[src/hdl/tsf_defs.svh]
/*
  Timing and field constants for the time-slot-0 framer.
  Assumes inclusion by bare name from any design file.
*/
`ifndef TSF_DEFS_SVH
`define TSF_DEFS_SVH
`define TSF_FRAME_BITS    256
`define TSF_FRAMES_MF     16
`define TSF_FRAMES_HALF   8
`define TSF_BIT_RATE_HZ   2048000
`define TSF_FRAME_RATE_HZ 8000
`define TSF_CLK_HZ        20000000
`define TSF_BIT_CYCLES    (`TSF_CLK_HZ / `TSF_BIT_RATE_HZ)
`define TSF_ALIGN_WORD    7'h1B
`define TSF_MF_PATTERN    6'h0B
`define TSF_CRC_POLY      4'h3
`define TSF_SPARE_ONES    5'h1F
`define TSF_FIFO_DEPTH    16
`endif

[src/hdl/tsf_pkg.sv]
/*
  Types shared by both framer ends.
  Assumes tsf_defs.svh is reachable on the include path.
*/
package tsf_pkg;
  typedef logic [7:0] tsf_bit_idx_t;
  typedef logic [3:0] tsf_frame_idx_t;
  typedef logic [3:0] tsf_crc_t;
  typedef logic [7:0] tsf_octet_t;

  // Next CRC remainder after shifting in one bit, MSB first
  // Bit enters at the top, so the x^4 factor needs no extra flush
  function automatic tsf_crc_t tsf_crc_step(input tsf_crc_t r, input logic b);
    logic fb;
    fb = r[3] ^ b;
    tsf_crc_step = {r[2:0], 1'b0} ^ (fb ? 4'h3 : 4'h0);
  endfunction
endpackage

[src/hdl/tsf_link_if.sv]
/*
  Serial link between two framer ends, one line bit a strobe.
  Assumes both ends share REF_CLK_I.
*/
`timescale 1ns/10ps
interface tsf_link_if;
  logic a_data;
  logic a_strobe;
  logic b_data;
  logic b_strobe;
  modport near_end (output a_data, output a_strobe, input b_data, input b_strobe);
  modport far_end  (input a_data, input a_strobe, output b_data, output b_strobe);
endinterface

[src/hdl/tsf_framer.sv]
/*
  One end of the time-slot-0 framer: transmit and receive.
  Assumes both ends are aligned from reset over the link interface;
  frame alignment search is outside this block.
*/
// Contract
// - Frames are 256 bits at 8 kHz; code takes 9 clocks a bit at 20 MHz, near 8.68 kHz
// - Alternate frames send alignment word 0011011
// - Non-alignment frames hold bit 2 at one
// - Bit 3 carries remote alarm flag
// - Spare bits 4 to 8 sent as ones
// - Sixteen frames form two eight-frame halves
// - Check bits in even frames bit 1
// - Odd frames 1 to 11 carry 001011
// - Frames 13, 15 carry error indications
// - Each faulty half clears one outgoing E
// - Received E bits always used
// - Check bits are previous half's remainder
// - First bit most significant; check_bit_first MSB
// - Check-bit positions counted as zeros
// - Stored remainder compared with next half
// - Overhead occupies time slot 0
`timescale 1ns/10ps
`include "tsf_defs.svh"
module tsf_framer (
  // Clock and reset
  input  wire logic                REF_CLK_I,
  input  wire logic                NRST_I,
  // Link
  tsf_link_if.near_end             link,
  // Payload in (time slots 1..31)
  input  wire logic                TX_VALID_I,
  output logic                     TX_READY_O,
  input  wire tsf_pkg::tsf_octet_t TX_DATA_I,
  // Control
  input  wire logic                ALARM_I,
  // Payload out
  output logic                     RX_VALID_O,
  output tsf_pkg::tsf_octet_t      RX_DATA_O,
  // Status
  output logic                     RX_ALARM_O,
  output logic [1:0]               RX_E_BITS_O,
  output logic                     RX_CRC_FAIL_O
);
  import tsf_pkg::*;

  localparam int BITDIV = `TSF_BIT_CYCLES;

  // ---------------------------------------------------------------
  // Bit clock strobe
  // ---------------------------------------------------------------
  logic [7:0]     div_cnt;
  logic           bit_stb;
  tsf_bit_idx_t   tx_bit;
  tsf_frame_idx_t tx_frm;
  tsf_crc_t       tx_crc;
  tsf_crc_t       tx_send;
  logic [1:0]     e_pend;
  logic [1:0]     e_out;
  logic           tx_bit_val;
  tsf_octet_t     tx_shift;
  logic           fifo_valid;
  logic           fifo_take;
  tsf_octet_t     fifo_data;

  always_ff @(posedge REF_CLK_I or negedge NRST_I) begin
    if (!NRST_I) begin
      div_cnt <= 8'h00;
    end else begin
      div_cnt <= (div_cnt == 8'(BITDIV - 1)) ? 8'h00 : div_cnt + 8'h01;
    end
  end
  assign bit_stb = (div_cnt == 8'(BITDIV - 1));

  // ---------------------------------------------------------------
  // Transmit counters
  // ---------------------------------------------------------------
  // bit index 0..255 stands for bit 1..256
  always_ff @(posedge REF_CLK_I or negedge NRST_I) begin
    if (!NRST_I) begin
      tx_bit <= 8'h00;
      tx_frm <= 4'h0;
    end else if (bit_stb) begin
      tx_bit <= tx_bit + 8'h01;
      if (tx_bit == 8'hFF) begin
        tx_frm <= tx_frm + 4'h1;
      end
    end
  end

  // Payload buffered so an empty source just sends idle ones
  tsf_fifo #(.WIDTH(8), .DEPTH(`TSF_FIFO_DEPTH)) u_tx_fifo (
    .clk_i       (REF_CLK_I),
    .nrst_i      (NRST_I),
    .in_valid_i  (TX_VALID_I),
    .in_ready_o  (TX_READY_O),
    .in_data_i   (TX_DATA_I),
    .out_valid_o (fifo_valid),
    .out_ready_i (fifo_take),
    .out_data_o  (fifo_data)
  );
  assign fifo_take = bit_stb && (tx_bit[2:0] == 3'h7) && (tx_bit[7:3] != 5'h1F) && fifo_valid;

  always_ff @(posedge REF_CLK_I or negedge NRST_I) begin
    if (!NRST_I) begin
      tx_shift <= 8'hFF;
    end else if (bit_stb && tx_bit[2:0] == 3'h7) begin
      // Next slot's octet; slot 0 wraps to overhead
      tx_shift <= (tx_bit[7:3] != 5'h1F && fifo_valid) ? fifo_data : 8'hFF;
    end else if (bit_stb) begin
      tx_shift <= {tx_shift[6:0], 1'b1};
    end
  end

  // ---------------------------------------------------------------
  // Time-slot-0 overhead
  // ---------------------------------------------------------------
  logic [6:0] aw;
  logic [4:0] spare;
  logic [5:0] mfp;
  assign aw    = `TSF_ALIGN_WORD;
  assign spare = `TSF_SPARE_ONES;
  assign mfp   = `TSF_MF_PATTERN;

  always_comb begin
    tx_bit_val = tx_shift[7];
    if (tx_bit[7:3] == 5'h00) begin
      if (tx_bit[2:0] == 3'h0) begin
        if (!tx_frm[0]) begin
          tx_bit_val = tx_send[3 - tx_frm[2:1]];
        end else if (tx_frm == 4'hD) begin
          tx_bit_val = e_out[1];
        end else if (tx_frm == 4'hF) begin
          tx_bit_val = e_out[0];
        end else begin
          tx_bit_val = mfp[5 - tx_frm[3:1]];
        end
      end else if (!tx_frm[0]) begin
        tx_bit_val = aw[7 - tx_bit[2:0]];
      end else if (tx_bit[2:0] == 3'h1) begin
        tx_bit_val = 1'b1;
      end else if (tx_bit[2:0] == 3'h2) begin
        tx_bit_val = ALARM_I;
      end else begin
        tx_bit_val = spare[7 - tx_bit[2:0]];
      end
    end
  end

  // CRC over the half with check-bit slots as zero
  always_ff @(posedge REF_CLK_I or negedge NRST_I) begin
    if (!NRST_I) begin
      tx_crc  <= 4'h0;
      tx_send <= 4'h0;
    end else if (bit_stb) begin
      if (tx_bit == 8'hFF && tx_frm[2:0] == 3'h7) begin
        tx_send <= tsf_crc_step(tx_crc, tx_bit_val);
        tx_crc  <= 4'h0;
      end else if (tx_bit == 8'h00 && !tx_frm[0]) begin
        tx_crc <= tsf_crc_step(tx_crc, 1'b0);
      end else begin
        tx_crc <= tsf_crc_step(tx_crc, tx_bit_val);
      end
    end
  end

  always_ff @(posedge REF_CLK_I or negedge NRST_I) begin
    if (!NRST_I) begin
      link.a_data   <= 1'b1;
      link.a_strobe <= 1'b0;
    end else begin
      link.a_strobe <= bit_stb;
      if (bit_stb) begin
        link.a_data <= tx_bit_val;
      end
    end
  end

  // ---------------------------------------------------------------
  // Receive side, aligned to the peer from reset
  // ---------------------------------------------------------------
  tsf_bit_idx_t   rx_bit;
  tsf_frame_idx_t rx_frm;
  tsf_crc_t       rx_crc;
  tsf_crc_t       rx_stored;
  tsf_crc_t       rx_cbits;
  logic           rx_checked;
  logic           rx_fail;
  tsf_octet_t     rx_shift;

  always_ff @(posedge REF_CLK_I or negedge NRST_I) begin
    if (!NRST_I) begin
      rx_bit <= 8'h00;
      rx_frm <= 4'h0;
    end else if (link.b_strobe) begin
      rx_bit <= rx_bit + 8'h01;
      if (rx_bit == 8'hFF) begin
        rx_frm <= rx_frm + 4'h1;
      end
    end
  end

  always_ff @(posedge REF_CLK_I or negedge NRST_I) begin
    if (!NRST_I) begin
      rx_crc     <= 4'h0;
      rx_stored  <= 4'h0;
      rx_cbits   <= 4'h0;
      rx_checked <= 1'b0;
    end else if (link.b_strobe) begin
      if (rx_bit == 8'h00 && !rx_frm[0]) begin
        rx_cbits[3 - rx_frm[2:1]] <= link.b_data;
        rx_crc <= tsf_crc_step(rx_crc, 1'b0);
      end else if (rx_bit == 8'hFF && rx_frm[2:0] == 3'h7) begin
        rx_stored  <= tsf_crc_step(rx_crc, link.b_data);
        rx_crc     <= 4'h0;
        rx_checked <= 1'b1;
      end else begin
        rx_crc <= tsf_crc_step(rx_crc, link.b_data);
      end
    end
  end

  // Check fires at end of half, once all four check bits are in
  assign rx_fail = link.b_strobe && rx_checked && (rx_bit == 8'hFF) && (rx_frm[2:0] == 3'h7)
                   && (rx_cbits != rx_stored);

  always_ff @(posedge REF_CLK_I or negedge NRST_I) begin
    if (!NRST_I) begin
      RX_CRC_FAIL_O <= 1'b0;
      RX_ALARM_O    <= 1'b0;
      RX_E_BITS_O   <= 2'h3;
      RX_VALID_O    <= 1'b0;
      RX_DATA_O     <= 8'h00;
      rx_shift      <= 8'h00;
    end else begin
      RX_CRC_FAIL_O <= rx_fail;
      RX_VALID_O    <= 1'b0;
      if (link.b_strobe) begin
        rx_shift <= {rx_shift[6:0], link.b_data};
        if (rx_bit == 8'h02 && rx_frm[0]) begin
          RX_ALARM_O <= link.b_data;
        end
        // Taken regardless of this half's own check
        if (rx_bit == 8'h00 && rx_frm == 4'hD) begin
          RX_E_BITS_O[1] <= link.b_data;
        end
        if (rx_bit == 8'h00 && rx_frm == 4'hF) begin
          RX_E_BITS_O[0] <= link.b_data;
        end
        if (rx_bit[2:0] == 3'h7 && rx_bit[7:3] != 5'h00) begin
          RX_VALID_O <= 1'b1;
          RX_DATA_O  <= {rx_shift[6:0], link.b_data};
        end
      end
    end
  end

  // ---------------------------------------------------------------
  // Outgoing E bits: one zero per faulty half, next multiframe
  // ---------------------------------------------------------------
  // Loaded as frame 0 bit 1 goes out; receive lags transmit by a clock,
  // so a fault found at the end of the last multiframe still makes it
  always_ff @(posedge REF_CLK_I or negedge NRST_I) begin
    if (!NRST_I) begin
      e_pend <= 2'h3;
      e_out  <= 2'h3;
    end else begin
      if (bit_stb && tx_bit == 8'h00 && tx_frm == 4'h0) begin
        e_out  <= e_pend;
        e_pend <= rx_fail ? 2'h1 : 2'h3;
      end else if (rx_fail) begin
        // A second fault before reload uses the other bit
        e_pend <= e_pend[1] ? {1'b0, e_pend[0]} : 2'h0;
      end
    end
  end
endmodule

[src/hdl/tsf_fifo.sv]
/*
  Parameterised valid/ready FIFO for payload octets.
  Assumes a single clock and active-low async reset.
*/
`timescale 1ns/10ps
module tsf_fifo #(
  parameter int WIDTH = 8,
  parameter int DEPTH = 16
) (
  input  wire logic             clk_i,
  input  wire logic             nrst_i,
  input  wire logic             in_valid_i,
  output logic                  in_ready_o,
  input  wire logic [WIDTH-1:0] in_data_i,
  output logic                  out_valid_o,
  input  wire logic             out_ready_i,
  output logic      [WIDTH-1:0] out_data_o
);
  localparam int AW = $clog2(DEPTH);
  logic [WIDTH-1:0] mem [DEPTH];
  logic [AW-1:0]    wr_ptr;
  logic [AW-1:0]    rd_ptr;
  logic [AW:0]      count;
  logic             do_wr;
  logic             do_rd;

  assign in_ready_o  = (count != AW'(0) + (AW+1)'(DEPTH)) ? 1'b1 : 1'b0;
  assign out_valid_o = (count != '0);
  assign out_data_o  = mem[rd_ptr];
  assign do_wr       = in_valid_i && in_ready_o;
  assign do_rd       = out_valid_o && out_ready_i;

  always_ff @(posedge clk_i) begin
    if (do_wr) begin
      mem[wr_ptr] <= in_data_i;
    end
  end

  always_ff @(posedge clk_i or negedge nrst_i) begin
    if (!nrst_i) begin
      wr_ptr <= '0;
      rd_ptr <= '0;
      count  <= '0;
    end else begin
      if (do_wr) begin
        wr_ptr <= (wr_ptr == AW'(DEPTH - 1)) ? '0 : wr_ptr + AW'(1);
      end
      if (do_rd) begin
        rd_ptr <= (rd_ptr == AW'(DEPTH - 1)) ? '0 : rd_ptr + AW'(1);
      end
      count <= count + (AW+1)'(do_wr) - (AW+1)'(do_rd);
    end
  end
endmodule

[src/hdl/tsf_peer.sv]
/*
  Far end of the link: a framer instance adapted to the far modport.
  Assumes the near end drives a_* and reads b_*.
*/
`timescale 1ns/10ps
module tsf_peer (
  // Clock and reset
  input  wire logic                REF_CLK_I,
  input  wire logic                NRST_I,
  // Link
  tsf_link_if.far_end              link,
  // Payload in
  input  wire logic                TX_VALID_I,
  output logic                     TX_READY_O,
  input  wire tsf_pkg::tsf_octet_t TX_DATA_I,
  // Control
  input  wire logic                ALARM_I,
  // Payload out and status
  output logic                     RX_VALID_O,
  output tsf_pkg::tsf_octet_t      RX_DATA_O,
  output logic                     RX_ALARM_O,
  output logic [1:0]               RX_E_BITS_O,
  output logic                     RX_CRC_FAIL_O
);
  import tsf_pkg::*;
  // Same framer, crossed wiring through a local link
  tsf_link_if x ();
  assign x.b_data     = link.a_data;
  assign x.b_strobe   = link.a_strobe;
  assign link.b_data   = x.a_data;
  assign link.b_strobe = x.a_strobe;

  tsf_framer u_fr (
    .REF_CLK_I     (REF_CLK_I),
    .NRST_I        (NRST_I),
    .link          (x.near_end),
    .TX_VALID_I    (TX_VALID_I),
    .TX_READY_O    (TX_READY_O),
    .TX_DATA_I     (TX_DATA_I),
    .ALARM_I       (ALARM_I),
    .RX_VALID_O    (RX_VALID_O),
    .RX_DATA_O     (RX_DATA_O),
    .RX_ALARM_O    (RX_ALARM_O),
    .RX_E_BITS_O   (RX_E_BITS_O),
    .RX_CRC_FAIL_O (RX_CRC_FAIL_O)
  );
endmodule

[src/flat_wrapper.sv]
// flat-port wrapper written by rule: the top's interface ports become plain ports
module tsf_peer_flat import tsf_pkg::*;
  (REF_CLK_I, NRST_I, TX_VALID_I, TX_READY_O, TX_DATA_I, ALARM_I, RX_VALID_O, RX_DATA_O, RX_ALARM_O, RX_E_BITS_O, RX_CRC_FAIL_O, link_a_data, link_a_strobe, link_b_data, link_b_strobe);
  tsf_link_if link_i ();
  input  wire logic REF_CLK_I;
  input  wire logic NRST_I;
  input  wire logic TX_VALID_I;
  output logic TX_READY_O;
  input  wire tsf_pkg::tsf_octet_t TX_DATA_I;
  input  wire logic ALARM_I;
  output logic RX_VALID_O;
  output tsf_pkg::tsf_octet_t RX_DATA_O;
  output logic RX_ALARM_O;
  output logic [1:0] RX_E_BITS_O;
  output logic RX_CRC_FAIL_O;
  input wire logic [$bits(link_i.a_data)-1:0] link_a_data;
  input wire logic [$bits(link_i.a_strobe)-1:0] link_a_strobe;
  output wire logic [$bits(link_i.b_data)-1:0] link_b_data;
  output wire logic [$bits(link_i.b_strobe)-1:0] link_b_strobe;
  assign link_i.a_data = link_a_data;
  assign link_i.a_strobe = link_a_strobe;
  assign link_b_data = link_i.b_data;
  assign link_b_strobe = link_i.b_strobe;
  tsf_peer u_core (.REF_CLK_I(REF_CLK_I), .NRST_I(NRST_I), .link(link_i), .TX_VALID_I(TX_VALID_I), .TX_READY_O(TX_READY_O), .TX_DATA_I(TX_DATA_I), .ALARM_I(ALARM_I), .RX_VALID_O(RX_VALID_O), .RX_DATA_O(RX_DATA_O), .RX_ALARM_O(RX_ALARM_O), .RX_E_BITS_O(RX_E_BITS_O), .RX_CRC_FAIL_O(RX_CRC_FAIL_O));
endmodule
[config.mk]
export PLATFORM = sky130hd
export DESIGN_NAME = tsf_peer_flat
export DESIGN_NICKNAME = d
export VERILOG_FILES = /design/src/hdl/tsf_pkg.sv /design/src/hdl/tsf_link_if.sv /design/src/hdl/tsf_framer.sv /design/src/hdl/tsf_fifo.sv /design/src/hdl/tsf_peer.sv /design/src/flat_wrapper.sv
export VERILOG_INCLUDE_DIRS = /design/src /design/src/hdl
export SDC_FILE = /design/constraint.sdc
export NUM_CORES = 1
export LEC_CHECK = 0
export BUFFER_PORTS_ARGS = -buffer_cell sky130_fd_sc_hd__clkbuf_2
export CORE_UTILIZATION = 43
export CTS_CLUSTER_SIZE = 20
export DETAILED_ROUTE_END_ITERATION = 12
export PLACE_DENSITY = 0.58
export SYNTH_ARGS = -nofsm -noshare
export SYNTH_HDL_FRONTEND = slang
export SYNTH_SLANG_ARGS = --single-unit
[constraint.sdc]
create_clock -name REF_CLK_I -period 5.55 [get_ports REF_CLK_I]
set_clock_uncertainty 0.1 [all_clocks]
set_input_delay 0.555 -clock REF_CLK_I [delete_from_list [all_inputs] [get_ports REF_CLK_I]]
set_output_delay 0.555 -clock REF_CLK_I [all_outputs]
set_load 0.1 [all_outputs]
==> After elaboration in Yosys (flattened, before gate mapping) <==
Memory sizes are Yosys's and may differ from the RTL's.
Index checks and enable logic that the tools add are counted.
{ "totals": {"latchBits": 0, "output_inout_bits": 16, "rom_bits": 24, "input_bits": 14, "wordCells": 157, "register_bits": 100, "ramBits": 128, "memories": 4} }
{ "op_classes": {"mul": 0, "n_reduce_logical": 42, "add_sub_neg": 13, "mux": 39, "eq_ne": 20, "magnitude_cmp": 5, "shifts": 0, "n_div": 0, "n_bitwise": 7} }
{ "memory_table": {"columns": ["memory", "words", "width", "read_ports", "rd_clocked_by_memory_dff", "write_ports", "line", "text"], "rows": [
  ["u_core.u_fr.u_tx_fifo.mem", 16, 8, 1, 0, 1, "tsf_fifo.sv:20", "logic [WIDTH-1:0] mem [DEPTH];"],
  ["(no name shown)", 8, 1, 1, 0, 0, "tsf_framer.sv:145", "tx_bit_val = spare[7 - tx_bit[2:0]];"],
  ["(no name shown)", 8, 1, 1, 0, 0, "tsf_framer.sv:139", "tx_bit_val = aw[7 - tx_bit[2:0]];"],
  ["(no name shown)", 8, 1, 1, 0, 0, "tsf_framer.sv:136", "tx_bit_val = mfp[5 - tx_frm[3:1]];"]
]} }
{ "ops": {"columns": ["cell", "count"], "rows": [
  ["32-bit by 3-bit < comparator with 1-bit output, second input constant", 2],
  ["32-bit by 4-bit < comparator with 1-bit output, second input constant", 2],
  ["32-bit by 1-bit >= comparator with 1-bit output, second input constant", 1],
  ["8-bit 2-to-1 mux", 4],
  ["8-bit by 1-bit adder with 8-bit output, second input constant", 3],
  ["4-bit == test, second input constant", 6],
  ["4-bit 2-to-1 mux", 6],
  ["1-bit logical AND", 21],
  ["1-bit 2-to-1 mux", 19],
  ["2-bit AND reduction", 9],
  ["4-bit by 1-bit adder with 4-bit output, second input constant", 4],
  ["8-bit == test, second input constant", 2],
  ["8-bit logical NOT", 2],
  ["4-bit by 2-bit XOR with 4-bit output", 4],
  ["2-bit 2-to-1 mux", 7],
  ["3-bit == test, second input constant", 4],
  ["5-bit != test, second input constant", 2],
  ["5-bit nonzero test", 2],
  ["8-bit by 2-bit == test with 1-bit output, second input constant", 1],
  ["8-bit by 4-bit == test with 1-bit output, second input constant", 1],
  ["3-bit by 3-bit subtractor with 4-bit output, first input constant", 2],
  ["2-bit by 2-bit subtractor with 3-bit output, first input constant", 2],
  ["5-bit by 1-bit adder with 5-bit output", 1],
  ["5-bit logical NOT", 1],
  ["other kinds (15)", 18]
]} }

==> Depth between registers and ports, before layout <==
Gate-level depths: netlist of run 1.
{ "logic_depth": {"word_depth": 13, "ltp_mapped": 16, "depth_no_buf": 16} }

==> Cells and area by module <==
A second synthesis of run 1 with hierarchy kept.
{ "unflattened": {"cells_unflattened": 656, "hier_area_um2": 9815.7} }
{ "by_module_without_submodules": {"columns": ["module", "n_inst", "area_each_um2", "cells_per_inst", "seq_area_each_um2"], "rows": [
  ["tsf_fifo", 1, 5789.3, 311, 4169.0],
  ["tsf_framer", 1, 4026.4, 345, 2195.9]
]} }

==> Least setup slack after synthesis of run 1 <==
OpenSTA, ideal clock, no wires.
{ "synth_path": {"path_type": "flip-flop to flip-flop", "from": "register u_core.u_fr.u_tx_fifo.count[3]", "to": "register u_core.u_fr.u_tx_fifo.count[4]", "period_less_slack_ps": 3184, "arrival_time_ps": 3004, "required_time_ps": 5370, "setup_slack_ps": 2366, "path_buffers": 0, "path_stages_with_launch": 14, "setup_time_ps": 80, "path_cell_list": "dfrtp_1 inv_1 ha_1 nand4_1 nand2_1 inv_1 ha_1 inv_1 fa_1 inv_1 a21oi_1 nor2_1 nor2_1 xnor2_1"} }
{ "synth_via": {"elab_chain_cells": 5, "elab_cells_between_ends": 8, "cone_classes": "add/sub: 2; eq/ne: 1; mux: 1; reduce/logical: 4"} }
{ "synth_rtl": {"columns": ["item", "line", "text"], "rows": [
  ["from (decl)", "tsf_fifo.sv:23", "logic [AW:0] count;"],
  ["from (signal assigned)", "tsf_fifo.sv:51", "count <= count + (AW+1)'(do_wr) - (AW+1)'(do_rd);"],
  ["5-bit != test", "tsf_fifo.sv:27", "assign in_ready_o = (count != AW'(0) + (AW+1)'(DEPTH)) ? 1'b1 : 1'b0;"],
  ["1-bit 2-to-1 mux", "tsf_fifo.sv:27", null],
  ["named net TX_READY_O", "flat_wrapper.sv:8", "output logic TX_READY_O;"],
  ["1-bit logical AND", "tsf_fifo.sv:30", "assign do_wr = in_valid_i && in_ready_o;"],
  ["named net u_core.u_fr.u_tx_fifo.do_wr", "tsf_fifo.sv:24", "logic do_wr;"],
  ["5-bit by 1-bit adder with 5-bit output", "tsf_fifo.sv:51", null],
  ["5-bit by 1-bit subtractor with 5-bit output", "tsf_fifo.sv:51", null]
]} }
The timed path passes the listed nets, and every way through them passes these cells.
A chain may end at the register's enable or synchronous reset.

==> Worst setup path after layout of run 1 <==
{ "layout_path": {"from": "register u_core.u_fr.div_cnt[4]", "to": "register u_core.u_fr.u_tx_fifo.count[4]"} }
{ "layout_via": {"elab_chain_cells": 6} }
{ "layout_rtl": {"columns": ["item", "line", "text"], "rows": [
  ["from (decl)", "tsf_framer.sv:52", "logic [7:0] div_cnt;"],
  ["from (signal assigned)", "tsf_framer.sv:70", "div_cnt <= (div_cnt == 8'(BITDIV - 1)) ? 8'h00 : div_cnt + 8'h01;"],
  ["8-bit by 4-bit == test with 1-bit output", "tsf_framer.sv:73", "assign bit_stb = (div_cnt == 8'(BITDIV - 1));"],
  ["1-bit logical AND (3 in a row)", "tsf_framer.sv:102", "assign fifo_take = bit_stb && (tx_bit[2:0] == 3'h7) && (tx_bit[7:3] != 5'h1F) && fifo_valid;"],
  ["1-bit logical AND", "tsf_fifo.sv:31", "assign do_rd = out_valid_o && out_ready_i;"],
  ["named net u_core.u_fr.u_tx_fifo.do_rd", "tsf_fifo.sv:25", "logic do_rd;"],
  ["5-bit by 1-bit subtractor with 5-bit output", "tsf_fifo.sv:51", null]
]} }
The timed path passes the listed nets, and every way through them passes these cells.

==> flow_summary.toml, run 1 <==
[detailed_routing]
via_count = 5071
first_pass_iters = 4
detail-route-antenna-nets = 0
drtIter0Drc = 244
totalWireLength_microns = 17700
route.detailed.vias_per_inst = 5.32
wl_per_cell_microns = 18.5
remaining_drc_errors = 0

[critical_path]
worstRegToRegCells = 16
critical_path_class = "reg2reg"
cp_max_fo = 28
crit_path_start = "u_core.u_fr.div_cnt[4]"
r2r_slack_ps = 1840
arrival_ps = 4000
path_cells = "nor4_1 -> nand4b_1 -> buf_4 -> inv_2 -> nand4_1 -> inv_2 -> ha_1 -> inv_1 -> ha_1 -> inv_1 -> fa_1 -> inv_1 -> a21oi_1 -> nor2_1 -> nor2_1 -> xnor2_1"
end_kind = "flip-flop"
crit_path_start_kind = "flip-flop"
critPathRequiredTime_ps = 5840
crit_path_frequent_cell = "inv_1"
critical_path.endpoint = "u_core.u_fr.u_tx_fifo.count[4]"
slowest_stage = "nand4_1"
worstReg2RegStart = "u_core.u_fr.div_cnt[4]"
rr_endpoint = "u_core.u_fr.u_tx_fifo.count[4]"
max_stage_delay_ps = 550

[grt]
antenna_found_initial = 0
use_met1 = 0.208
grt_pass1_wl_microns = 28900
globalRouteTotalUtil = 0.158
gr-total-overflow = 0
grtUsageMet3 = 0.0261
grt_pass1_vias = 5389
grt_max_degree = 60
busiest_layer = "met2"
met2_usage = 0.271

[timing]
worstMarginPinSlew_ps = 903
rsz0062_at_grt = "no"
fin_crit_ps = 3710
drv_slew = 0
whs_ps = 34.6
setup_viol = 0
layout_worst_path_cycle_share = 0.669
fmax_ghz = 0.269
relSlewSlack = 0.396
fin_setup_tns_ps = 0
hold_viol_final = 0

[logic_synthesis]
synthArstFlopShare = 0.439
synth_compound_area_frac = 0.0386
syn-cell-area_sq_mm = 0.00978
synth-seq-cells = 228
synth_top_family_by_area = "multiplexers"
yosysSeqAreaShare = 0.651
synthTopCellsByArea = "edfxtp_1 (39%), dfrtp_1 (22%), mux4_2 (7.4%)"
synth.net_count = 663
yosys.area.top_type = "edfxtp_1"
synth_edf_count = 128
yosys_warnings = 0
yosys.area_share.simple = 0.0737
avgSynthCellArea_sq_um = 15.9
synth_cells = 617
synth_top_area_share = 0.393
yosysMostFrequentCell = "edfxtp_1"
synth_mux_area_frac = 0.136
synth-xor-area-share = 0.0358
synth_cell_types = 54
synthTopCellsByCount = "edfxtp_1 (128), dfrtp_1 (85), nand2_1 (41)"
synth_ff_type = "edfxtp_1"
synth_fa_ha_area_frac = 0.0417

[die]
fp.dieH_microns = 153
ios = 30
die_area_sq_mm = 0.0234
core_sq_mm = 0.0221
die_x_microns = 153
initial_core_util = 0.443
rows = 54

[power]
p_per_area_mw_per_mm2 = 406
total_power_mw = 4.45
p_leak_nw = 4.29
ir_worst_vdd_mv = 0.275

[placement]
dp_cells = 907
place_area_sq_mm = 0.0102
dp_hpwl_microns = 11700
place_congestion = 0.757
port_buffers = 29

[cts]
cts_tree = "built"
cts_resized = 0
cts-root-buf = "clkbuf_16"
htreeDepth = 1
cts_buffers = 25
clkTransAtPathRegs_ps = 60
clock_latency_ps = 520
cts.sinks = 228
ctsHoldBuffers = 0
postCtsSetupBuffers = 0
cts_max_path_buffers = 3

[layout]
diodes = 0
fillCellCount = 1830
finalNonFillerCells = 953
drive_gt1_frac = 0.220
postLayoutCellArea_sq_mm = 0.0110
nets = 700
syn2layout_area_growth_pct = 12.2

[flow_run]
drv_cap = 0

[worst_hold_path]
hp-class = "in2async"

[run_status]
status = "complete, no violations"
[routing by layer]
| metal | wire length (microns) | share of wire |
|---|---|---|
| met4 | 435 | 0.025 |
| met5 | 0 | 0 |
| met3 | 521 | 0.030 |
| met1 | 7970 | 0.45 |
| met2 | 8730 | 0.49 |
[where the power goes]
part	switching (mW)	internal (mW)
clock network	0.642	0.944
registers	0.114	2.00
logic	0.517	0.239
total	1.27	3.18
[critical path: cells and delay by family (launching register included)]
| family | cells | cell delay, ps |
|---|---|---|
| AOI/OAI and AO/OA | 1 | 60 |
| and+or+nand+nor | 5 | 1130 |
| DFF | 1 | 410 |
| buffers and inverters | 6 | 930 |
| xor gates and xnor gates | 1 | 110 |
| adders and majority gates | 3 | 850 |
[layout make-up]
| cell class | instances | area, sq um | area share |
|---|---|---|---|
| clock inverters | 11 | 83.8 | 0.00764 |
| flip-flops and latches | 228 | 6370 | 0.580 |
| multi-input cells | 340 | 3190 | 0.291 |
| inverters | 27 | 101 | 0.00923 |
| well taps | 280 | 350 | 0.0319 |
| clock buffers | 35 | 714 | 0.0651 |
| repair buffers | 32 | 170 | 0.0155 |
[cell families after synthesis]
group	Yosys count
multiplexers	75
AND/OR/NAND/NOR	138
AO/OA/AOI/OAI	55
flip-flops	228
buffers and inverters	49
adder cells (fa/ha/maj)	32
XOR/XNOR	40
[per-stage QoR]
step,setup WS (ps),utilization
floorplan,2370,-
CTS,1790,0.497
global placement,1900,0.461
global route,1540,0.497
detailed placement,1800,0.461
finish,1840,0.497
[flip-flops by register name, indices dropped and copies added, names as in the netlist, 4 cells and up]
name / flops
u_core.u_fr.tx_frm: 4
u_core.u_fr.u_tx_fifo.count: 5
u_core.u_fr.rx_cbits: 4
u_core.u_fr.rx_frm: 4
u_core.u_fr.rx_bit: 8
u_core.u_fr.div_cnt: 8
u_core.u_fr.tx_shift: 8
u_core.u_fr.rx_crc: 4
u_core.u_fr.tx_send: 4
u_core.u_fr.tx_bit: 8
u_core.u_fr.rx_shift: 7
u_core.u_fr.rx_stored: 4
u_core.u_fr.tx_crc: 4
u_core.u_fr.u_tx_fifo.rd_ptr: 4
u_core.u_fr.RX_DATA_O: 8
u_core.u_fr.u_tx_fifo.wr_ptr: 4
u_core.u_fr.u_tx_fifo.mem: 128
[layout by cell type (no fill, tap or decap), types with 6 or more instances in the layout]
| cell | instances |
|---|---|
| a21oi_1 | 8 |
| ha_1 | 31 |
| mux2_2 | 13 |
| and3_1 | 8 |
| nand2_1 | 41 |
| edfxtp_1 | 128 |
| nor2_1 | 22 |
| dfrtp_1 | 83 |
| inv_1 | 25 |
| clkbuf_16 | 26 |
| nand3_1 | 16 |
| clkbuf_1 | 6 |
| mux4_2 | 32 |
| nand4_1 | 10 |
| o21ai_0 | 10 |
| mux2_1 | 17 |
| xor2_1 | 15 |
| o21ai_1 | 13 |
| dfstp_2 | 15 |
| and2_1 | 14 |
| xnor2_1 | 25 |
| clkbuf_2 | 28 |
| mux4_1 | 9 |
| o22ai_2 | 6 |
[worst min path at each step]
stage                                       start  cells past startpoint                              end  slack [ps]
final                                      NRST_I                      1  u_core.u_fr.u_tx_fifo.wr_ptr[3]          30
after global routing                       NRST_I                      1  u_core.u_fr.u_tx_fifo.wr_ptr[3]          90
after CTS                                  NRST_I                      1            u_core.u_fr.rx_frm[2]          40
after detailed placement  u_core.u_fr.tx_shift[5]                      2          u_core.u_fr.tx_shift[5]         360
after global placement     u_core.u_fr.rx_checked                      1           u_core.u_fr.rx_checked         350
after floorplan                            NRST_I                      0           u_core.u_fr.RX_ALARM_O         160
(Power assumes the default switching activity.)
==> run 2: changes to the inputs <==
Clock period 5.55 ns to 3.85 ns, I/O delays scaled along.
==> run 2 against run 1 <==
First-iteration DRC count fell by 20%. Non-clock buffer count rose by 5. Register-to-register slack got worse by 1000 ps. Wire length fell by 0.40%. Hold slack improved by 140 ps. Combinational power rose by 44%. Sequential power rose by 45%. Die area did not move. Setup slack got worse by 1000 ps. Final cell count rose by 0.42%. Clock power rose by 34%. Critical path depth did not move.
==> flow_summary.toml, run 2 (synthesis results as in run 1) <==
[run_status]
status = "complete, no violations"

[power]
ir_worst_vdd_mv = 0.383
p_leak_nw = 4.29
total_power_mw = 6.27
p_per_area_mw_per_mm2 = 572

[timing]
fin_crit_ps = 3060
layout_worst_path_cycle_share = 0.794
worstMarginPinSlew_ps = 920
hold_viol_final = 0
worst_slack_ps = 794
drv_slew = 0
whs_ps = 175
setup_viol = 0
fin_setup_tns_ps = 0
fmax_ghz = 0.327
rsz0062_at_grt = "no"
relSlewSlack = 0.384

[die]
core_sq_mm = 0.0221
ios = 30
initial_core_util = 0.443
die_area_sq_mm = 0.0234
rows = 54
fp.dieH_microns = 153
die_x_microns = 153

[critical_path]
critPathRequiredTime_ps = 4150
path_buf_inv = 6
slowest_stage = "dfrtp_1"
critical_path_class = "reg2reg"
crit_path_frequent_cell = "ha_1"
crit_path_start_kind = "flip-flop"
end_kind = "flip-flop"
cp_top_family = "adder cells"
arrival_ps = 3350
path_cells = "ha_1 -> ha_1 -> buf_4 -> nand4_1 -> buf_4 -> inv_2 -> ha_1 -> inv_1 -> ha_1 -> inv_1 -> fa_1 -> inv_1 -> a21oi_1 -> nor2_1 -> nor2_1 -> xnor2_1"
max_stage_delay_ps = 440
cp_max_fo = 12

[cts]
clkTransAtPathRegs_ps = 60
cts.sinks = 228
cts_tree = "built"
cts_max_path_buffers = 3
cts-root-buf = "clkbuf_16"
postCtsSetupBuffers = 0
htreeDepth = 1
cts_buffers = 25
cts_resized = 0
ctsHoldBuffers = 1
clock_latency_ps = 520

[detailed_routing]
first_pass_iters = 4
detail-route-antenna-nets = 0
route.detailed.vias_per_inst = 5.29
totalWireLength_microns = 17600
wl_per_cell_microns = 18.4
via_count = 5067
remaining_drc_errors = 0
drtIter0Drc = 195

[placement]
dp_slack_ps = 778
place_congestion = 0.793
port_buffers = 29
dp_hpwl_microns = 11600
dp_cells = 911

[grt]
antenna_found_initial = 0
grt_pass1_vias = 5383
gr-total-overflow = 0
grt_pass1_wl_microns = 28900
globalRouteTotalUtil = 0.157
grt_max_degree = 50

[layout]
diodes = 0
largest_reg_flops = 128
finalNonFillerCells = 957
nets = 705
drive_gt1_frac = 0.219
top_register = "u_core.u_fr.u_tx_fifo.mem"
syn2layout_area_growth_pct = 12.1
final_common_cell = "edfxtp_1"
layout_common_cells = "edfxtp_1 (128), dfrtp_1 (84), nand2_1 (41)"
fillCellCount = 1822

[flow_run]
drv_cap = 0

[worst_hold_path]
hp-class = "in2reg"
==> run 2: cell type report <==
cell class | instances | area (sq um) | area share
multi-input combinational | 340 | 3190 | 0.291
sequential | 228 | 6370 | 0.581
clock inverter | 18 | 97.6 | 0.00890
tap | 280 | 350 | 0.0320
timing repair buffer | 37 | 223 | 0.0203
inverter | 27 | 101 | 0.00924
clock buffer | 27 | 633 | 0.0577
==> run 2: final timing paths <==
check	startpoint	end	slack [ps]	cells past startpoint
worst max register to register	u_core.u_fr.tx_bit[0]	u_core.u_fr.u_tx_fifo.count[4]	790	16
max in group asynchronous	NRST_I	u_core.u_fr.link.a_strobe	2600	3
worst min register to register	u_core.u_fr.tx_shift[5]	u_core.u_fr.tx_shift[5]	360	2
worst max-delay path	u_core.u_fr.tx_bit[0]	u_core.u_fr.u_tx_fifo.count[4]	790	16
worst min-delay path	TX_DATA_I[6]	u_core.u_fr.u_tx_fifo.mem[7][6]	170	1
min in group asynchronous	NRST_I	u_core.u_fr.rx_frm[1]	180	2
==> run 2: through the flow <==
stage | util | instance area (sq um)
floorplan | - | 9780
global placement | 0.463 | 10200
detailed placement | 0.463 | 10200
CTS | 0.496 | 11000
global route | 0.496 | 11000
finish | 0.496 | 11000
==> run 2: metal layers <==
layer  up-vias  wire length (microns)  part of all wire  GRT usage
li1       2389                      -                 -          -
met1      2587                   7990              0.45      0.208
met2        67                   8780              0.50      0.271
met3        24                    514             0.029     0.0252
met4         0                    297             0.017     0.0399
met5         -                      0                 0          0
==> run 2: where the power goes <==
group | switching (mW) | internal (mW) | total, mW
registers | 0.165 | 2.88 | 3.05
logic | 0.748 | 0.345 | 1.09
clock network | 0.936 | 1.19 | 2.13
total | 1.85 | 4.42 | 6.27
